File: config.mk
export PLATFORM = sky130hd
export DESIGN_NAME = acf_setup_format
export DESIGN_NICKNAME = d
export VERILOG_FILES = /design/src/hw/acf_pkg.sv /design/src/hw/acf_result_coder.sv /design/src/hw/acf_setup_format.sv
export SDC_FILE = /design/constraint.sdc
export NUM_CORES = 1
export LEC_CHECK = 0
export BUFFER_PORTS_ARGS = -buffer_cell sky130_fd_sc_hd__buf_2
export CORE_AREA = 5 5 111 113
export DETAILED_ROUTE_END_ITERATION = 10
export DIE_AREA = 0 0 116 118
export PLACE_DENSITY = 0.73
export SLEW_MARGIN = 25
export SYNTH_ARGS = -nofsm -noshare
export SYNTH_HDL_FRONTEND = slang
export SYNTH_SLANG_ARGS = --single-unit
export TNS_END_PERCENT = 5
File: constraint.sdc
create_clock -name clk -period 3.4 [get_ports clk]
set_clock_uncertainty 0.2 [all_clocks]
set_input_delay 0.68 -clock clk [delete_from_list [all_inputs] [get_ports clk]]
set_output_delay 0.68 -clock clk [all_outputs]
set_load 0.01 [all_outputs]
File: src/hw/acf_pkg.sv
package acf_pkg;

   // ***************************************************************
   // configuration word layout
   // ***************************************************************
   localparam int CFG_W = 12;
   localparam int ACQ_HI = 11;
   localparam int ACQ_LO = 10;
   localparam int OS_HI = 9;
   localparam int OS_LO = 6;
   localparam int INT_HI = 5;
   localparam int INT_LO = 2;
   localparam int RANGE_BIT = 1;
   localparam int FMT_BIT = 0;
   localparam logic [11:0] CFG_RESET = 12'h000;
   localparam logic [3:0] CFG_LAST_BIT = 4'hb;

   // ***************************************************************
   // acquisition codes and clock counts
   // ***************************************************************
   localparam logic [1:0] ACQ_NO_CORR = 2'h0;
   localparam logic [1:0] ACQ_ONE = 2'h1;
   localparam logic [1:0] ACQ_SIXTEEN = 2'h2;
   localparam logic [1:0] ACQ_THIRTYTWO = 2'h3;
   localparam logic [4:0] ACQ_CLK_ZERO = 5'h00;
   localparam logic [4:0] ACQ_CLK_MID = 5'h0f;
   localparam logic [4:0] ACQ_CLK_LONG = 5'h1f;
   localparam logic [1:0] RESET_CLOCKS = 2'h1;

   // ***************************************************************
   // counts and result coding
   // ***************************************************************
   localparam logic [8:0] COUNT_MAX = 9'h100;
   localparam logic [8:0] COUNT_ONE = 9'h001;
   localparam logic [4:0] EXP_MAX = 5'h08;
   localparam int RES_W = 21;
   localparam logic [4:0] LEN_TWOS = 5'h15;
   localparam logic [4:0] LEN_STRAIGHT = 5'h14;
   localparam logic [20:0] UNI_STRAIGHT_OFFSET = 21'h001000;
   localparam logic [20:0] BIP_OFFSET = 21'h080000;
   localparam logic [20:0] NO_OFFSET = 21'h000000;

   // top bit set means the largest count
   function automatic logic [8:0] acf_pow_count(input logic [3:0] code);
      acf_pow_count = code[3] ? COUNT_MAX : (COUNT_ONE << code[2:0]);
   endfunction : acf_pow_count

   function automatic logic [4:0] acf_exp(input logic [3:0] code);
      acf_exp = code[3] ? EXP_MAX : {2'h0, code[2:0]};
   endfunction : acf_exp

   typedef struct packed {
      logic [2:0] meta;
      logic [2:0] sync;
      logic [3:0] bit_cnt;
      logic [11:0] cfg_shift;
      logic [11:0] config_word;
      logic [4:0] acq_clocks;
      logic corr;
      logic [8:0] os_count;
      logic [8:0] init_samples;
      logic [8:0] integ_count;
      logic bipolar;
      logic twos;
      logic conflict;
      logic [20:0] result_word;
      logic [20:0] out_sr;
      logic [4:0] result_len;
      logic [4:0] bits_left;
      logic data_valid;
   } acf_state_t;

endpackage : acf_pkg

File: src/hw/acf_result_coder.sv
`timescale 1ns/1ps
module acf_result_coder #(
   parameter int RES_W = 21
) (
   // converter value, signed lsb counts around zero input
   input wire logic signed [RES_W-1:0] raw_value,
   // format selection
   input wire logic bipolar_range,
   input wire logic correlated_double_sampling,
   input wire logic twos_complement_format,
   // coded result, right aligned
   output logic [RES_W-1:0] code,
   output logic [4:0] code_len
);

   logic [RES_W-1:0] offset;
   logic [RES_W-1:0] sum;

   generate
      if (RES_W != acf_pkg::RES_W) begin : g_bad_width
         $error("acf_result_coder: result width must match the coded format");
      end
   endgenerate

   always_comb begin
      // same mapping for unipolar with or without correlation
      if (!bipolar_range) begin
         offset = twos_complement_format ? acf_pkg::NO_OFFSET
                                         : acf_pkg::UNI_STRAIGHT_OFFSET;
      end else if (twos_complement_format && correlated_double_sampling) begin
         offset = acf_pkg::NO_OFFSET;
      end else begin
         offset = acf_pkg::BIP_OFFSET;
      end
      sum = raw_value + offset;
      if (twos_complement_format) begin
         code = sum;
         code_len = acf_pkg::LEN_TWOS;
      end else begin
         // straight binary drops the sign position
         code = {1'b0, sum[RES_W-2:0]};
         code_len = acf_pkg::LEN_STRAIGHT;
      end
   end

endmodule : acf_result_coder

File: src/hw/acf_setup_format.sv
`timescale 1ns/1ps
// Function
// - oversample code 0-7 gives 1..128 samples, top bit set gives 256.
// - same oversample count used for initial and final data points; code 00 takes no initial point.
// - integration code 0-7 gives 1..128 integrations, top bit set gives 256.
// - acquisition code 00: one reset clock, no acquisition, no correlation.
// - codes 01, 10, 11 give 0, 15, 31 acquisition clocks after reset.
// - range bit 1 bipolar; format bit 1 two's complement.
// - two's complement result is 21 bits, sign sent first.
// - unipolar two's complement: zero is all zeros.
// - unipolar straight binary 20 bits, zero at 0x01000.
// - unipolar mapping independent of correlated sampling.
// - bipolar two's complement uncorrelated: zero at 0x80000.
// - bipolar two's complement correlated: zero is all zeros.
// - bipolar straight binary is offset binary, zero at 0x80000.
// - twelve bit word: acquisition, oversample, integration, range, format.
// - result held until next conversion ends, then overwritten.
module acf_setup_format (
   // clock and reset
   input wire logic clk,
   input wire logic rst,
   // setup pins
   input wire logic setup_in,
   input wire logic setup_enable,
   // conversion from converter core
   input wire logic conv_done,
   input wire logic signed [20:0] conv_value,
   // serial result pins
   input wire logic read_shift,
   output logic data_out,
   output logic data_valid,
   // decoded setup
   output logic [11:0] config_word,
   output logic [1:0] reset_clocks,
   output logic [4:0] acq_clocks,
   output logic correlated_double_sampling,
   output logic [8:0] oversample_count,
   output logic [8:0] initial_point_samples,
   output logic [8:0] final_point_samples,
   output logic [8:0] integration_count,
   output logic bipolar_range,
   output logic twos_complement_format,
   output logic setup_conflict,
   // parallel view of held result
   output logic [20:0] result_word,
   output logic [4:0] result_len
);

   // ***************************************************************
   // state
   // ***************************************************************
   acf_pkg::acf_state_t st;
   acf_pkg::acf_state_t next_st;
   logic [20:0] coded;
   logic [4:0] coded_len;
   logic setup_bit;
   logic setup_on;
   logic shift_on;
   logic [11:0] w;

   assign setup_bit = st.sync[0];
   assign setup_on = st.sync[1];
   assign shift_on = st.sync[2];

   // coding uses the live setup; a setup change mid-read affects only later results
   acf_result_coder #(
      .RES_W(acf_pkg::RES_W)
   ) u_coder (
      .raw_value(conv_value),
      .bipolar_range(st.bipolar),
      .correlated_double_sampling(st.corr),
      .twos_complement_format(st.twos),
      .code(coded),
      .code_len(coded_len)
   );

   // ***************************************************************
   // next state
   // ***************************************************************
   always_comb begin
      next_st = st;
      w = {st.cfg_shift[10:0], setup_bit};
      next_st.meta = {read_shift, setup_enable, setup_in};
      next_st.sync = st.meta;
      // frame restarts whenever enable drops
      if (!setup_on) begin
         next_st.bit_cnt = 4'h0;
      end else begin
         next_st.cfg_shift = w;
         if (st.bit_cnt == acf_pkg::CFG_LAST_BIT) begin
            next_st.bit_cnt = 4'h0;
            next_st.config_word = w;
            unique case (w[acf_pkg::ACQ_HI:acf_pkg::ACQ_LO])
               acf_pkg::ACQ_NO_CORR: begin
                  next_st.acq_clocks = acf_pkg::ACQ_CLK_ZERO;
                  next_st.corr = 1'b0;
               end
               acf_pkg::ACQ_ONE: begin
                  next_st.acq_clocks = acf_pkg::ACQ_CLK_ZERO;
                  next_st.corr = 1'b1;
               end
               acf_pkg::ACQ_SIXTEEN: begin
                  next_st.acq_clocks = acf_pkg::ACQ_CLK_MID;
                  next_st.corr = 1'b1;
               end
               acf_pkg::ACQ_THIRTYTWO: begin
                  next_st.acq_clocks = acf_pkg::ACQ_CLK_LONG;
                  next_st.corr = 1'b1;
               end
            endcase
            next_st.os_count = acf_pkg::acf_pow_count(w[acf_pkg::OS_HI:acf_pkg::OS_LO]);
            // no initial point is taken without correlation
            next_st.init_samples = (w[acf_pkg::ACQ_HI:acf_pkg::ACQ_LO] == acf_pkg::ACQ_NO_CORR)
               ? 9'h000 : next_st.os_count;
            next_st.integ_count = acf_pkg::acf_pow_count(w[acf_pkg::INT_HI:acf_pkg::INT_LO]);
            next_st.bipolar = w[acf_pkg::RANGE_BIT];
            next_st.twos = w[acf_pkg::FMT_BIT];
            // flag settings the host should not use; the device does not fix them
            next_st.conflict = ((acf_pkg::acf_exp(w[acf_pkg::OS_HI:acf_pkg::OS_LO])
               + acf_pkg::acf_exp(w[acf_pkg::INT_HI:acf_pkg::INT_LO])) > acf_pkg::EXP_MAX)
               || (w[acf_pkg::RANGE_BIT] && !w[acf_pkg::FMT_BIT]
               && (w[acf_pkg::ACQ_HI:acf_pkg::ACQ_LO] != acf_pkg::ACQ_NO_CORR));
         end else begin
            next_st.bit_cnt = st.bit_cnt + 4'h1;
         end
      end
      // a new conversion wins over a read in progress
      if (conv_done) begin
         next_st.result_word = coded;
         next_st.result_len = coded_len;
         next_st.out_sr = coded_len == acf_pkg::LEN_TWOS ? coded : {coded[19:0], 1'b0};
         next_st.bits_left = coded_len;
         next_st.data_valid = 1'b1;
      end else if (shift_on && st.bits_left != 5'h00) begin
         next_st.out_sr = {st.out_sr[19:0], 1'b0};
         next_st.bits_left = st.bits_left - 5'h01;
         next_st.data_valid = st.bits_left != 5'h01;
      end
   end

   always_ff @(posedge clk) begin
      if (rst) begin
         st <= '0;
         st.config_word <= acf_pkg::CFG_RESET;
         st.os_count <= acf_pkg::COUNT_ONE;
         st.integ_count <= acf_pkg::COUNT_ONE;
      end else begin
         st <= next_st;
      end
   end

   // ***************************************************************
   // outputs
   // ***************************************************************
   assign data_out = st.out_sr[20];
   assign data_valid = st.data_valid;
   assign config_word = st.config_word;
   assign reset_clocks = acf_pkg::RESET_CLOCKS;
   assign acq_clocks = st.acq_clocks;
   assign correlated_double_sampling = st.corr;
   assign oversample_count = st.os_count;
   assign initial_point_samples = st.init_samples;
   assign final_point_samples = st.os_count;
   assign integration_count = st.integ_count;
   assign bipolar_range = st.bipolar;
   assign twos_complement_format = st.twos;
   assign setup_conflict = st.conflict;
   assign result_word = st.result_word;
   assign result_len = st.result_len;

   // ***************************************************************
   // checks
   // ***************************************************************
   property p_os_decode;
      @(posedge clk) disable iff (rst)
      1'b1 |-> oversample_count == (config_word[9] ? 9'h100 : (9'h001 << config_word[8:6]));
   endproperty
   a_os_decode: assert property (p_os_decode)
      else $error("oversample count does not match setup code");

   property p_points;
      @(posedge clk) disable iff (rst)
      final_point_samples == oversample_count
      && initial_point_samples == (correlated_double_sampling ? oversample_count : 9'h000);
   endproperty
   a_points: assert property (p_points)
      else $error("data point sample counts disagree");

   property p_int_decode;
      @(posedge clk) disable iff (rst)
      1'b1 |-> integration_count == (config_word[5] ? 9'h100 : (9'h001 << config_word[4:2]));
   endproperty
   a_int_decode: assert property (p_int_decode)
      else $error("integration count does not match setup code");

   property p_acq_none;
      @(posedge clk) disable iff (rst)
      config_word[11:10] == 2'h0 |-> !correlated_double_sampling && acq_clocks == 5'h00;
   endproperty
   a_acq_none: assert property (p_acq_none)
      else $error("code 00 must disable correlation and acquisition");

   property p_acq_long;
      @(posedge clk) disable iff (rst)
      config_word[11:10] != 2'h0 |-> correlated_double_sampling
      && acq_clocks == (config_word[11:10] == 2'h3 ? 5'h1f
                        : config_word[11:10] == 2'h2 ? 5'h0f : 5'h00);
   endproperty
   a_acq_long: assert property (p_acq_long)
      else $error("acquisition clocks wrong for setup code");

   property p_load;
      @(posedge clk) disable iff (rst)
      setup_on && st.bit_cnt == 4'hb |=> config_word == {$past(st.cfg_shift[10:0]), $past(setup_bit)};
   endproperty
   a_load: assert property (p_load)
      else $error("setup word not applied after twelfth bit");

   property p_no_early_load;
      @(posedge clk) disable iff (rst)
      !(setup_on && st.bit_cnt == 4'hb) |=> $stable(config_word);
   endproperty
   a_no_early_load: assert property (p_no_early_load)
      else $error("setup word changed before twelve bits");

   property p_capture;
      @(posedge clk) disable iff (rst)
      conv_done |=> data_valid && result_word == $past(coded) && bits_left_ok();
   endproperty
   function automatic logic bits_left_ok();
      bits_left_ok = st.bits_left == st.result_len;
   endfunction : bits_left_ok
   a_capture: assert property (p_capture)
      else $error("result not captured at conversion end");

   property p_first_bit;
      @(posedge clk) disable iff (rst)
      conv_done |=> data_out == (result_len == 5'h15 ? result_word[20] : result_word[19]);
   endproperty
   a_first_bit: assert property (p_first_bit)
      else $error("first result bit is not the leading bit");

   property p_hold;
      @(posedge clk) disable iff (rst)
      !conv_done |=> $stable(result_word);
   endproperty
   a_hold: assert property (p_hold)
      else $error("held result changed without a conversion end");

   property p_unipolar_zero;
      @(posedge clk) disable iff (rst)
      conv_done && conv_value == 21'sh000000 && !bipolar_range
      |=> result_word == ($past(twos_complement_format) ? 21'h000000 : 21'h001000);
   endproperty
   a_unipolar_zero: assert property (p_unipolar_zero)
      else $error("unipolar zero code wrong");

endmodule : acf_setup_format

After elaboration in Yosys (flattened, before gate mapping)
Cells that the tools add are included.
{"block": "classes", "n_reduce_logical": 12, "order_cmp": 1, "n_bitwise": 1, "eq_ne": 6, "muxes": 16, "shifts": 2, "n_addsub": 4}
{"op": "two-way mux 21 bit", "n": 5}
{"op": "two-way mux 9 bit", "n": 3}
{"op": "one-hot mux 6 bit (4 select lines)", "n": 1}
{"op": "adder 21 bit", "n": 1}
{"op": "two-way mux 20 bit", "n": 1}
{"op": "left shift 1 x 3 -> 9 bit (first input constant)", "n": 2}
{"op": "two-way mux 13 bit", "n": 1}
{"op": "two-way mux 6 bit", "n": 2}
{"op": "two-way mux 4 bit", "n": 2}
{"op": "adder 4 x 4 -> 5 bit", "n": 1}
{"op": "equality test 5 bit (second input constant)", "n": 1}
{"op": "> comparator 5 x 4 -> 1 bit (second input constant)", "n": 1}
{"op": "!= test 5 x 1 -> 1 bit (second input constant)", "n": 1}
{"op": "nonzero test 5 bit", "n": 1}
{"op": "subtractor 5 x 1 -> 5 bit (second input constant)", "n": 1}
{"op": "adder 4 x 1 -> 4 bit (second input constant)", "n": 1}
{"op": "equality test 2 bit (second input constant)", "n": 2}
{"op": "equality test 4 bit (second input constant)", "n": 1}
{"op": "logical AND 1 bit", "n": 4}
{"op": "nonzero test 2 bit", "n": 2}
{"op": "OR reduction 3 bit", "n": 1}
{"op": "equality test 2 x 1 -> 1 bit (second input constant)", "n": 1}
{"op": "logical NOT 2 bit", "n": 1}
{"op": "AND reduction 2 bit", "n": 1}
{"op": "other kinds (4)", "n": 4}
{"block": "word_totals", "in_bits": 27, "wordCells": 60, "regBits": 122}

Logic depth before layout (Yosys ltp)
Gate-level depths: netlist of run 1.
{"block": "logic_depth", "word_depth": 7, "mapped_depth": 9, "depth_no_buf": 8}

Modules after synthesis
A second synthesis of run 1 with hierarchy kept.
{"block": "unflattened", "cells_unflattened": 657, "area_unflattened_um2": 5838.1}
{"module": "acf_setup_format", "instances": 1, "cells_per_inst": 613, "area_per_inst_um2": 5520.3}
{"module": "acf_result_coder", "instances": 1, "cells_per_inst": 44, "area_per_inst_um2": 317.8}

Worst setup path after synthesis of run 1
No wires, ideal clock.
{"block": "synth_path", "path_kind": "flip-flop to flip-flop", "from": "reg config_word[0] (netlist name)", "to": "reg st (netlist bit data_out)", "period_less_slack_ns": 2.506, "arrival_ns": 2.227, "path_buffers": 2, "path_stages_with_launch": 8, "setup_slack_ns": 0.894, "cell_sequence": "dfxtp_1 clkbuf_1 clkbuf_1 a21boi_0 ha_1 or3_1 a31o_1 a211oi_2"}
{"element": "end signal: assignment", "line_no": "acf_setup_format.sv:148", "source": "st <= next_st;"}
{"element": "end: declaration", "line_no": "acf_setup_format.sv:52", "source": "acf_pkg::acf_state_t st;"}

Worst setup path after layout of run 1
{"block": "layout_path", "from": "reg st[102] (netlist name)", "to": "reg st (netlist bit setup_conflict)"}
{"block": "layout_via", "elab_chain_len": 4}
{"element": "two-way mux 4 bit", "line_no": "acf_pkg.sv:49", "source": "acf_exp = code[3] ? EXP_MAX : {2'h0, code[2:0]};"}
{"element": "adder 4 x 4 -> 5 bit", "line_no": "acf_setup_format.sv:120", "source": "+ acf_pkg::acf_exp(w[acf_pkg::INT_HI:acf_pkg::INT_LO])) > acf_pkg::EXP_MAX)"}
{"element": "> comparator 5 x 4 -> 1 bit", "line_no": "acf_setup_format.sv:120"}
{"element": "logical OR 1 bit", "line_no": "acf_setup_format.sv:121", "source": "|| (w[acf_pkg::RANGE_BIT] && !w[acf_pkg::FMT_BIT]"}
Every way passes these cells.
A chain may end at the register's enable or synchronous reset.

==> results of run 1 <==
through the flow:
stage | area [µm²] | cells
6_report | 5750 | 786
5_1_grt | 5750 | 786
4_1_cts | 5750 | 786
3_5_place_dp | 5450 | 770
3_3_place_gp | 5450 | 770
2_1_floorplan | 5460 | 636
Yosys cell counts (all sizes together), types with 7 or more instances:
cell,instances
buf,92
inv,10
a211oi,33
nand2,59
nor2b,17
and3,18
nand3,26
dfxtp,112
nor3,16
mux2i,41
a21oi,46
xnor2,7
nor2,58
nand4,9
ha,11
clkbuf,34
how the worst min path moves through the flow:
stage / cells after the start / endpoint / slack (ps)
3_3_place_gp: 1 / setup_on / 230
3_5_place_dp: 1 / shift_on / 220
2_1_floorplan: 1 / setup_bit / 210
6_report: 1 / shift_on / 240
5_1_grt: 1 / shift_on / 260
4_1_cts: 1 / shift_on / 240
power groups by stage:
stage	Clock (mW)	Combinational [mW]	Sequential, mW
global route	1.11	0.231	1.38
CTS	1.04	0.208	1.38
detailed placement	0	0.207	1.41
global placement	0	0.200	1.41
floorplan	0	0.171	1.40
finish	1.02	0.208	1.38
worst max-delay path: stages (launching register included):
cell and delay, ps:
sky130_fd_sc_hd__dfxtp_1 530, sky130_fd_sc_hd__nor2b_1 190, sky130_fd_sc_hd__ha_1 190, sky130_fd_sc_hd__inv_1 60, sky130_fd_sc_hd__fa_1 410, sky130_fd_sc_hd__xnor2_1 180, sky130_fd_sc_hd__nor3b_1 70, sky130_fd_sc_hd__a311oi_1 300
sky130_fd_sc_hd__o21a_1 160
area by class of cell:
cell class                 instances  area share, %
clock buffer                      11           4.40
inverter                          10          0.653
tap                              143           3.11
sequential                       112           39.0
clock inverter                     5          0.675
timing repair buffer             117           10.6
multi-input combinational        388           41.6
layer usage:
metal	GRT usage (%)	part of all wire, %	vias up
li1	-	-	2092
met5	0	0	-
met2	29.4	50	107
met3	3.96	5.5	15
met1	21.6	43	2008
met4	6.09	1.7	0
flip-flops by register name, indices dropped and copies added, names as in the netlist, 2 cells and up:
name / flops
acq_clocks: 2
integration_count: 8
next_st: 3
final_point_samples: 8
result_word: 21
result_len: 2
initial_point_samples: 9
st: 40
config_word: 12
kinds of logic (layout without fill, tap and decap cells):
group / count (synthesis) / count (layout) / synth area share (%)
buffers and inverters: 136 / 143 / 15.2
DFF: 112 / 112 / 41.1
adders and majority gates: 12 / 12 / 2.89
muxes: 41 / 41 / 7.53
other: 2 / 4 / 0.138
AOI/OAI and AO/OA: 104 / 104 / 12.4
xor gates and xnor gates: 11 / 11 / 1.77
and+or+nand+nor: 216 / 216 / 18.9
==> impl_results.rst, run 1 <==
.. list-table::
   :header-rows: 1

   * - Metric
     - Value
   * - Antenna violations before repair
     - 0
   * - Detailed Route Iter0 Violations
     - 368
   * - # IOs
     - 114
   * - Leading area contributor after synthesis
     - sky130_fd_sc_hd__dfxtp_1
   * - Crit path setup slack, layout
     - 1060 ps
   * - Origin of the worst min-delay path
     - next_st[119]
   * - Placer's final routability congestion estimate
     - 0.827
   * - Wire length of the first global-routing pass
     - 19.7 mm
   * - Type of destination of the critical path
     - flip-flop
   * - Largest fanout on the critical path
     - 9
   * - Average size of a mapped cell
     - 8.60 µm²
   * - Core occupancy in the finished layout
     - 51.2%
   * - Leading cell type in the layout, fill and taps excluded
     - sky130_fd_sc_hd__dfxtp_1
   * - Max Transition Viols Final
     - 0
   * - Share of cells above drive strength 1
     - 21.3%
   * - Portion of total power attributed to sequential cells
     - 52.9%
   * - Quantity of I/O buffers inserted on ports
     - 109
   * - Vias
     - 4222
   * - Most common flop cell mapped by yosys
     - sky130_fd_sc_hd__dfxtp_1
   * - Switching Fraction
     - 24.1%
   * - Critical path origin
     - st[102]
   * - Max VDD drop
     - 0.279 mV
   * - RSZ-0062 raised after global routing
     - no
   * - Number of standard cells after synthesis
     - 634
   * - Leakage power total
     - 2.44 nW
   * - Count of flip-flops with a built-in enable after synthesis
     - 0
   * - Max-cap violations
     - 0
   * - Status
     - finished, final reports clean
   * - Logic depth of the worst register-to-register path
     - 8
   * - Area growth syn-to-layout
     - 5.37%
   * - X dimension of the die
     - 116 µm
   * - Setup Fix Bufs, Post-CTS
     - 0
   * - Capture point of the critical path
     - setup_conflict
   * - Worst flop-to-flop path startpoint
     - st[102]
   * - Clock network latency to the later pin of the worst-skew pair
     - 350 ps
   * - Max frequency
     - 428 MHz
   * - Number of synthesis warnings
     - 0
   * - Chip Height
     - 118 µm
   * - Initial standard-cell utilization of the core
     - 48.6%
   * - Minimum clock period
     - 2340 ps
   * - Worst hold path class
     - flip-flop to flip-flop
   * - Required arrival time at the worst endpoint
     - 3490 ps
   * - Total iterations of the first detailed-routing run
     - 4
   * - Final hold slack
     - 235 ps
   * - Flop and latch count out of synthesis
     - 112
   * - Cell chosen for the clock root
     - sky130_fd_sc_hd__clkbuf_16
   * - Pwr/cell area
     - 454 mW/mm²
   * - Share of the clock period used by the worst path
     - 68.8%
   * - Worst setup SP type
     - flip-flop
   * - Async SR Flop Fraction
     - 0%
   * - Total track usage
     - 17.4%
   * - Number of nets with antenna violations after routing
     - 0
   * - Cell area after synthesis
     - 0.00545 mm²
   * - Part of the Yosys area used for sequential elements
     - 41.1%
   * - Total power
     - 2.61 mW
   * - Cell Rows
     - 39
   * - Maximum clock insertion buffer count
     - 2
   * - DR DRC count
     - 0
   * - CTS tree
     - built
   * - Post-synth top area share
     - 41.1%
   * - Post-detailed-routing wire length
     - 11.8 mm
   * - R2R Path End
     - setup_conflict
   * - Vias in the first global route
     - 4121
   * - Htree depth
     - 3
   * - Die footprint
     - 0.0137 mm²
   * - Worst endpoint data arrival time
     - 2430 ps
   * - Overflow left after global routing
     - 0
   * - Vias/cell
     - 5.37
   * - Internal
     - 1.98 mW
   * - Multi-input gate area
     - 0.00239 mm²
   * - Synth area leaders
     - sky130_fd_sc_hd__dfxtp_1, sky130_fd_sc_hd__buf_4, sky130_fd_sc_hd__mux2i_1
   * - Portion of total power attributed to combinational logic
     - 8.0%
   * - TritonCTS Buffers
     - 9
   * - Sequential standard cell area
     - 0.00224 mm²
   * - Hold violation count in the final report
     - 0
   * - Distinct cell type count of the synthesized netlist
     - 47
   * - Maximum number of pins on one net before global-route repair
     - 82
   * - CTS hold repair buffers
     - 0
   * - # fillers
     - 1053
   * - Ant diodes
     - 0
   * - Setup slack after placement
     - 1080 ps
   * - Relative slew margins
     - 44.3%
   * - Clock input transition at the sequential cells of the worst setup and hold paths
     - 70 ps
   * - Wire length per cell after detailed routing
     - 15.0 µm
   * - Relative contribution of the clock network to total power
     - 39.2%
   * - Area of the placeable core
     - 0.0112 mm²
   * - Post-cts repair resize count
     - 0
   * - Clk sinks
     - 112
   * - DPL Wire Length
     - 8.29 mm
   * - CP Class
     - flip-flop to flip-flop
   * - Reg2Reg Setup Slack
     - 1060 ps
   * - Total number of nets in the final design
     - 677
   * - Slew at the pin closest to its max-slew limit
     - 836 ps
   * - Sum of negative setup slack
     - 0 ps
   * - Commonest non-fill, non-tap cells in the layout
     - sky130_fd_sc_hd__dfxtp_1, sky130_fd_sc_hd__buf_2, sky130_fd_sc_hd__nor2_1, sky130_fd_sc_hd__nand2_1, sky130_fd_sc_hd__a21oi_1
   * - Count of endpoints failing setup in the final report
     - 0
   * - Net load switching power
     - 0.629 mW
(Power assumes the default switching activity.)
==> run 2, diff against run 1 <==
Settings changed: PLACE_DENSITY 0.73 to 0.76.
Clock period 3.4 ns to 1.9 ns, I/O delays scaled along.
==> run 2 against run 1 <==
  * Combinational power rose by 130%
  * Power rose by 87%
  * Clock power rose by 90%
  * Wire length rose by 5.9%
  * Final area rose by 9.9%
  * First-iteration DRC count fell by 20%
  * The run now ends with negative setup slack left
  * Utilization rose by 5.1 points
  * Sequential power rose by 79%
  * Register-to-register slack got worse by 1200 ps
  * Count of clock-buffer cells in the layout fell by 1
==> impl_results.rst, run 2 (synthesized netlist as in run 1, its figures left out) <==
.. list-table::
   :header-rows: 1

   * - Metric
     - Value
   * - Status
     - finished with violations
   * - Violations in the final reports
     - negative setup slack
   * - R2R Path End
     - data_out
   * - TritonCTS Buffers
     - 9
   * - Htree depth
     - 3
   * - Total iterations of the first detailed-routing run
     - 4
   * - Vias in the first global route
     - 4382
   * - Total power
     - 4.89 mW
   * - Wire length of the first global-routing pass
     - 20.4 mm
   * - Clk sinks
     - 112
   * - Hold violation count in the final report
     - 0
   * - Total track usage
     - 18.0%
   * - Largest register FFs
     - 40
   * - Type of destination of the critical path
     - flip-flop
   * - Die footprint
     - 0.0137 mm²
   * - Cell Rows
     - 39
   * - Ant diodes
     - 0
   * - Cell chosen for the clock root
     - sky130_fd_sc_hd__clkbuf_16
   * - Leading cell type in the layout, fill and taps excluded
     - sky130_fd_sc_hd__buf_2
   * - Area growth syn-to-layout
     - 15.8%
   * - Required arrival time at the worst endpoint
     - 1970 ps
   * - Clock network latency to the later pin of the worst-skew pair
     - 350 ps
   * - Commonest non-fill, non-tap cells in the layout
     - sky130_fd_sc_hd__buf_2, sky130_fd_sc_hd__dfxtp_1, sky130_fd_sc_hd__nor2_1, sky130_fd_sc_hd__nand2_1, sky130_fd_sc_hd__a21oi_1
   * - Share of cells above drive strength 1
     - 32.4%
   * - Worst endpoint data arrival time
     - 2070 ps
   * - Vias/cell
     - 5.38
   * - Max-cap violations
     - 0
   * - Overflow left after global routing
     - 0
   * - Number of nets with antenna violations after routing
     - 0
   * - Count of endpoints failing setup in the final report
     - 17
   * - Largest fanout on the critical path
     - 5
   * - Max frequency
     - 501 MHz
   * - DPL Wire Length
     - 8.46 mm
   * - Pwr/cell area
     - 774 mW/mm²
   * - Quantity of I/O buffers inserted on ports
     - 109
   * - Sum of negative setup slack
     - -671 ps
   * - Max Transition Viols Final
     - 0
   * - Maximum number of pins on one net before global-route repair
     - 40
   * - Capture point of the critical path
     - data_out
   * - Maximum clock insertion buffer count
     - 2
   * - DR DRC count
     - 0
   * - X dimension of the die
     - 116 µm
   * - Total number of nets in the final design
     - 712
   * - Reg2Reg Setup Slack
     - -90 ps
   * - Worst setup SP type
     - flip-flop
   * - Final hold slack
     - 43.8 ps
   * - Max VDD drop
     - 0.477 mV
   * - Area of the placeable core
     - 0.0112 mm²
   * - Detailed Route Iter0 Violations
     - 294
   * - RSZ-0062 raised after global routing
     - yes
   * - Vias
     - 4419
   * - Worst flop-to-flop path startpoint
     - st[2]
   * - Initial standard-cell utilization of the core
     - 48.6%
   * - Critical path origin
     - st[2]
   * - Chip Height
     - 118 µm
   * - Relative slew margins
     - 61.8%
   * - Worst hold path class
     - input pin to flip-flop
   * - Placer's final routability congestion estimate
     - 0.861
   * - Core occupancy in the finished layout
     - 56.3%
   * - Minimum clock period
     - 1990 ps
   * - Clock input transition at the sequential cells of the worst setup and hold paths
     - 70 ps
   * - Leakage power total
     - 2.65 nW
   * - Post-detailed-routing wire length
     - 12.5 mm
   * - Register ranked first by flip-flop count
     - st
   * - CP Class
     - flip-flop to flip-flop
   * - Crit path setup slack, layout
     - -94.3 ps
   * - Antenna violations before repair
     - 0
   * - CTS tree
     - built
   * - Wire length per cell after detailed routing
     - 15.2 µm
   * - Share of the clock period used by the worst path
     - 105%
   * - Logic depth of the worst register-to-register path
     - 6
   * - Slew at the pin closest to its max-slew limit
     - 572 ps
   * - # IOs
     - 114
## run 2: worst min-delay path by stage
stage,end,cells past startpoint,from
3_5_place_dp,setup_on,1,next_st[118]
5_1_grt,next_st[117],2,setup_in
4_1_cts,next_st[118],2,setup_enable
2_1_floorplan,setup_bit,1,next_st[117]
6_report,next_st[118],2,setup_enable
3_3_place_gp,setup_on,1,next_st[118]
## run 2: final cells by class
cell class / instances / area, µm²
Fill cell: 962 / 4910
Clock buffer: 10 / 229
Timing Repair Buffer: 149 / 890
Sequential cell: 112 / 2250
Clock inverter: 6 / 75.1
Inverter: 10 / 37.5
Tap cell: 143 / 179
Multi-Input combinational cell: 391 / 2650
## run 2: metrics by stage
| step | instance area [µm²] | cells | setup slack (ps) |
|---|---|---|---|
| finish | 6310 | 821 | -94.3 |
| global route | 6310 | 821 | -153 |
| CTS | 6170 | 817 | -116 |
| detailed placement | 5690 | 797 | -198 |
| global placement | 5690 | 797 | -75.0 |
| floorplan | 5500 | 636 | -126 |
## run 2: layer usage
metal | global-route usage, % | routed length [µm]
met5 | 0 | 0
met4 | 7.03 | 295
met3 | 3.39 | 545
met2 | 30.9 | 6340
met1 | 21.8 | 5320
## run 2: timing repair
item                       CTS  global route
hold buffers                 0             0
pin swaps                   16            25
buffers inserted             2             3
cloned                       2             1
setup endpoints to repair   28            31
resized for setup           37            20
## run 2: power breakdown
part	switching (mW)	internal (mW)	total (mW)	leakage, nW
Sequential	0.0515	2.42	2.47	0.918
Combinational	0.264	0.213	0.476	1.58
Clock	0.892	1.05	1.94	0.146
Total	1.21	3.68	4.89	2.65
## run 2: worst max-delay path: stages (launching register included)
cell	delay, ps
sky130_fd_sc_hd__dfxtp_2	320
sky130_fd_sc_hd__inv_2	70
sky130_fd_sc_hd__ha_4	130
sky130_fd_sc_hd__or4b_4	540
sky130_fd_sc_hd__a32o_1	280
sky130_fd_sc_hd__a31o_1	190
sky130_fd_sc_hd__a211oi_2	180
==> run 3, diff against run 2 <==
Settings changed: CORE_AREA 5 5 111 113 to 5 5 85 147, DIE_AREA 0 0 116 118 to 0 0 90 152.
==> run 3 against run 2 <==
  * Worst hold slack better by 9.2 ps
  * First-iteration DRC count shrank 47%
  * Flip-flop and latch count stayed put
  * Fmax increased by 1.1%
  * Register-to-register slack better by 20 ps
  * Die area about the same
  * The run still ends with negative setup slack left
  * Wire length grew 4.7%
  * Sequential share of layout area increased by 0.61 points
  * Clock power is 7% higher
  * Utilization decreased by 1.1 points
==> impl_results.rst, run 3 (synthesized netlist as in run 1, its figures left out) <==
.. list-table::
   :header-rows: 1

   * - Metric
     - Value
   * - Max frequency
     - 507 MHz
   * - Clock network latency to the later pin of the worst-skew pair
     - 350 ps
   * - Chip Height
     - 152 µm
   * - Ant diodes
     - 0
   * - Area growth syn-to-layout
     - 14.0%
   * - Number of nets with antenna violations after routing
     - 0
   * - Overflow left after global routing
     - 0
   * - Met2 demand-to-capacity share in global routing
     - 33.8%
   * - Total track usage
     - 18.7%
   * - Slowest cell on crit path
     - sky130_fd_sc_hd__or4b_4
   * - CTS hold repair buffers
     - 0
   * - Detailed Route Iter0 Violations
     - 157
   * - Type of destination of the critical path
     - flip-flop
   * - Register ranked first by flip-flop count
     - st
   * - Htree depth
     - 3
   * - # IOs
     - 114
   * - Vias/cell
     - 5.43
   * - Reg2Reg Setup Slack
     - -70 ps
   * - RSZ-0062 raised after global routing
     - yes
   * - Maximum number of pins on one net before global-route repair
     - 40
   * - Hold violation count in the final report
     - 0
   * - # fillers
     - 976
   * - Largest fanout on the critical path
     - 5
   * - Sequential standard cell area
     - 0.00225 mm²
   * - Sequence of cells on the critical path
     - inv_2 > ha_4 > or4b_4 > a32o_1 > a31o_1 > a211oi_2
   * - Leakage power total
     - 2.68 nW
   * - Share of cells above drive strength 1
     - 29.9%
   * - DPL Wire Length
     - 9.20 mm
   * - Placer's final routability congestion estimate
     - 0.864
   * - Commonest non-fill, non-tap cells in the layout
     - sky130_fd_sc_hd__buf_2, sky130_fd_sc_hd__dfxtp_1, sky130_fd_sc_hd__nand2_1, sky130_fd_sc_hd__nor2_1, sky130_fd_sc_hd__a21oi_1
   * - Quantity of I/O buffers inserted on ports
     - 109
   * - X dimension of the die
     - 90 µm
   * - Share of the clock period used by the worst path
     - 104%
   * - Global-route met3 utilization
     - 4.01%
   * - Worst setup SP type
     - flip-flop
   * - Post-detailed-routing wire length
     - 13.1 mm
   * - Area of the placeable core
     - 0.0113 mm²
   * - Max Transition Viols Final
     - 0
   * - Max VDD drop
     - 0.571 mV
   * - Sum of negative setup slack
     - -563 ps
   * - Multi-input gate area
     - 0.00254 mm²
   * - Cell Rows
     - 52
   * - Total iterations of the first detailed-routing run
     - 4
   * - Wire length per cell after detailed routing
     - 16.1 µm
   * - Crit path setup slack, layout
     - -73.5 ps
   * - Cell chosen for the clock root
     - sky130_fd_sc_hd__clkbuf_16
   * - Required arrival time at the worst endpoint
     - 1970 ps
   * - Vias in the first global route
     - 4429
   * - Clock input transition at the sequential cells of the worst setup and hold paths
     - 70 ps
   * - Initial standard-cell utilization of the core
     - 48.4%
   * - Largest register FFs
     - 40
   * - Count of endpoints failing setup in the final report
     - 21
   * - CTS tree
     - built
   * - Clk sinks
     - 112
   * - Slew at the pin closest to its max-slew limit
     - 537 ps
   * - Worst endpoint data arrival time
     - 2040 ps
   * - Maximum clock insertion buffer count
     - 2
   * - CP Class
     - flip-flop to flip-flop
   * - Violations in the final reports
     - negative setup slack
   * - Antenna violations before repair
     - 0
   * - Total number of nets in the final design
     - 712
   * - Most utilized layer in the global route result
     - met2
   * - Relative slew margins
     - 64.1%
   * - Final hold slack
     - 53.0 ps
   * - Die footprint
     - 0.0137 mm²
   * - TritonCTS Buffers
     - 9
   * - DR DRC count
     - 0
   * - Max-cap violations
     - 0
   * - Met1 demand-to-capacity share in global routing
     - 19.9%
   * - Worst hold path class
     - input pin to flip-flop
   * - Vias
     - 4418
   * - Total power
     - 4.97 mW
   * - Status
     - finished with violations
   * - Leading cell type in the layout, fill and taps excluded
     - sky130_fd_sc_hd__buf_2
   * - Pwr/cell area
     - 800 mW/mm²
   * - Wire length of the first global-routing pass
     - 21.4 mm
   * - Minimum clock period
     - 1970 ps
   * - Worst stage delay on the critical path
     - 530 ps
run 3: worst paths after layout:
| check | endpoint | cells after the start | from |
|---|---|---|---|
| worst max-delay path | data_out | 6 | st[2] |
| worst min-delay path | next_st[118] | 2 | setup_enable |
| worst max register to register | data_out | 6 | st[2] |
| worst min register to register | setup_on | 1 | next_st[118] |
run 3: metal layers:
metal	part of all wire, %	vias up
li1	-	2169
met1	37	2082
met2	55	130
met3	4.4	37
met4	4.0	0
met5	0	-
run 3: area by class of cell:
cell class                      instances  share of cell area (%)
Clock buffer                           10                    3.68
Clock inverter                          6                    1.59
Inverter                               10                   0.604
Multi-Input combinational cell        390                    40.9
Sequential cell                       112                    36.3
Tap cell                              135                    2.72
Timing Repair Buffer                  150                    14.2
run 3: power breakdown:
group	total [mW]	internal [mW]	switching, mW
registers	2.47	2.42	0.0484
clock network	2.07	1.18	0.885
logic	0.435	0.187	0.248
run 3: through the flow:
step	setup WS [ps]	utilization (%)	instance area (µm²)	std cells
floorplan	-126	-	5500	636
global placement	-74.2	50.7	5710	793
detailed placement	-158	50.7	5710	793
CTS	-93.9	54.7	6150	813
global route	-161	55.2	6210	813
finish	-73.5	55.2	6210	813
run 3: critical path: cells and delay by family, from the launching register on:
kind            cells  cell delay (ps)
compound gates      3              630
simple gates        1              530
flops               1              330
fa+ha+maj           1              150
buf+inv             1               70
run 3: what timing repair did:
action | 4_1_cts | 5_1_grt
setup buffers | 2 | 0
gates resized for setup | 26 | 14
endpoints found under the hold margin | 0 | 0
pin swaps | 5 | 8
setup endpoints to repair | 28 | 33
cloned | 2 | 0
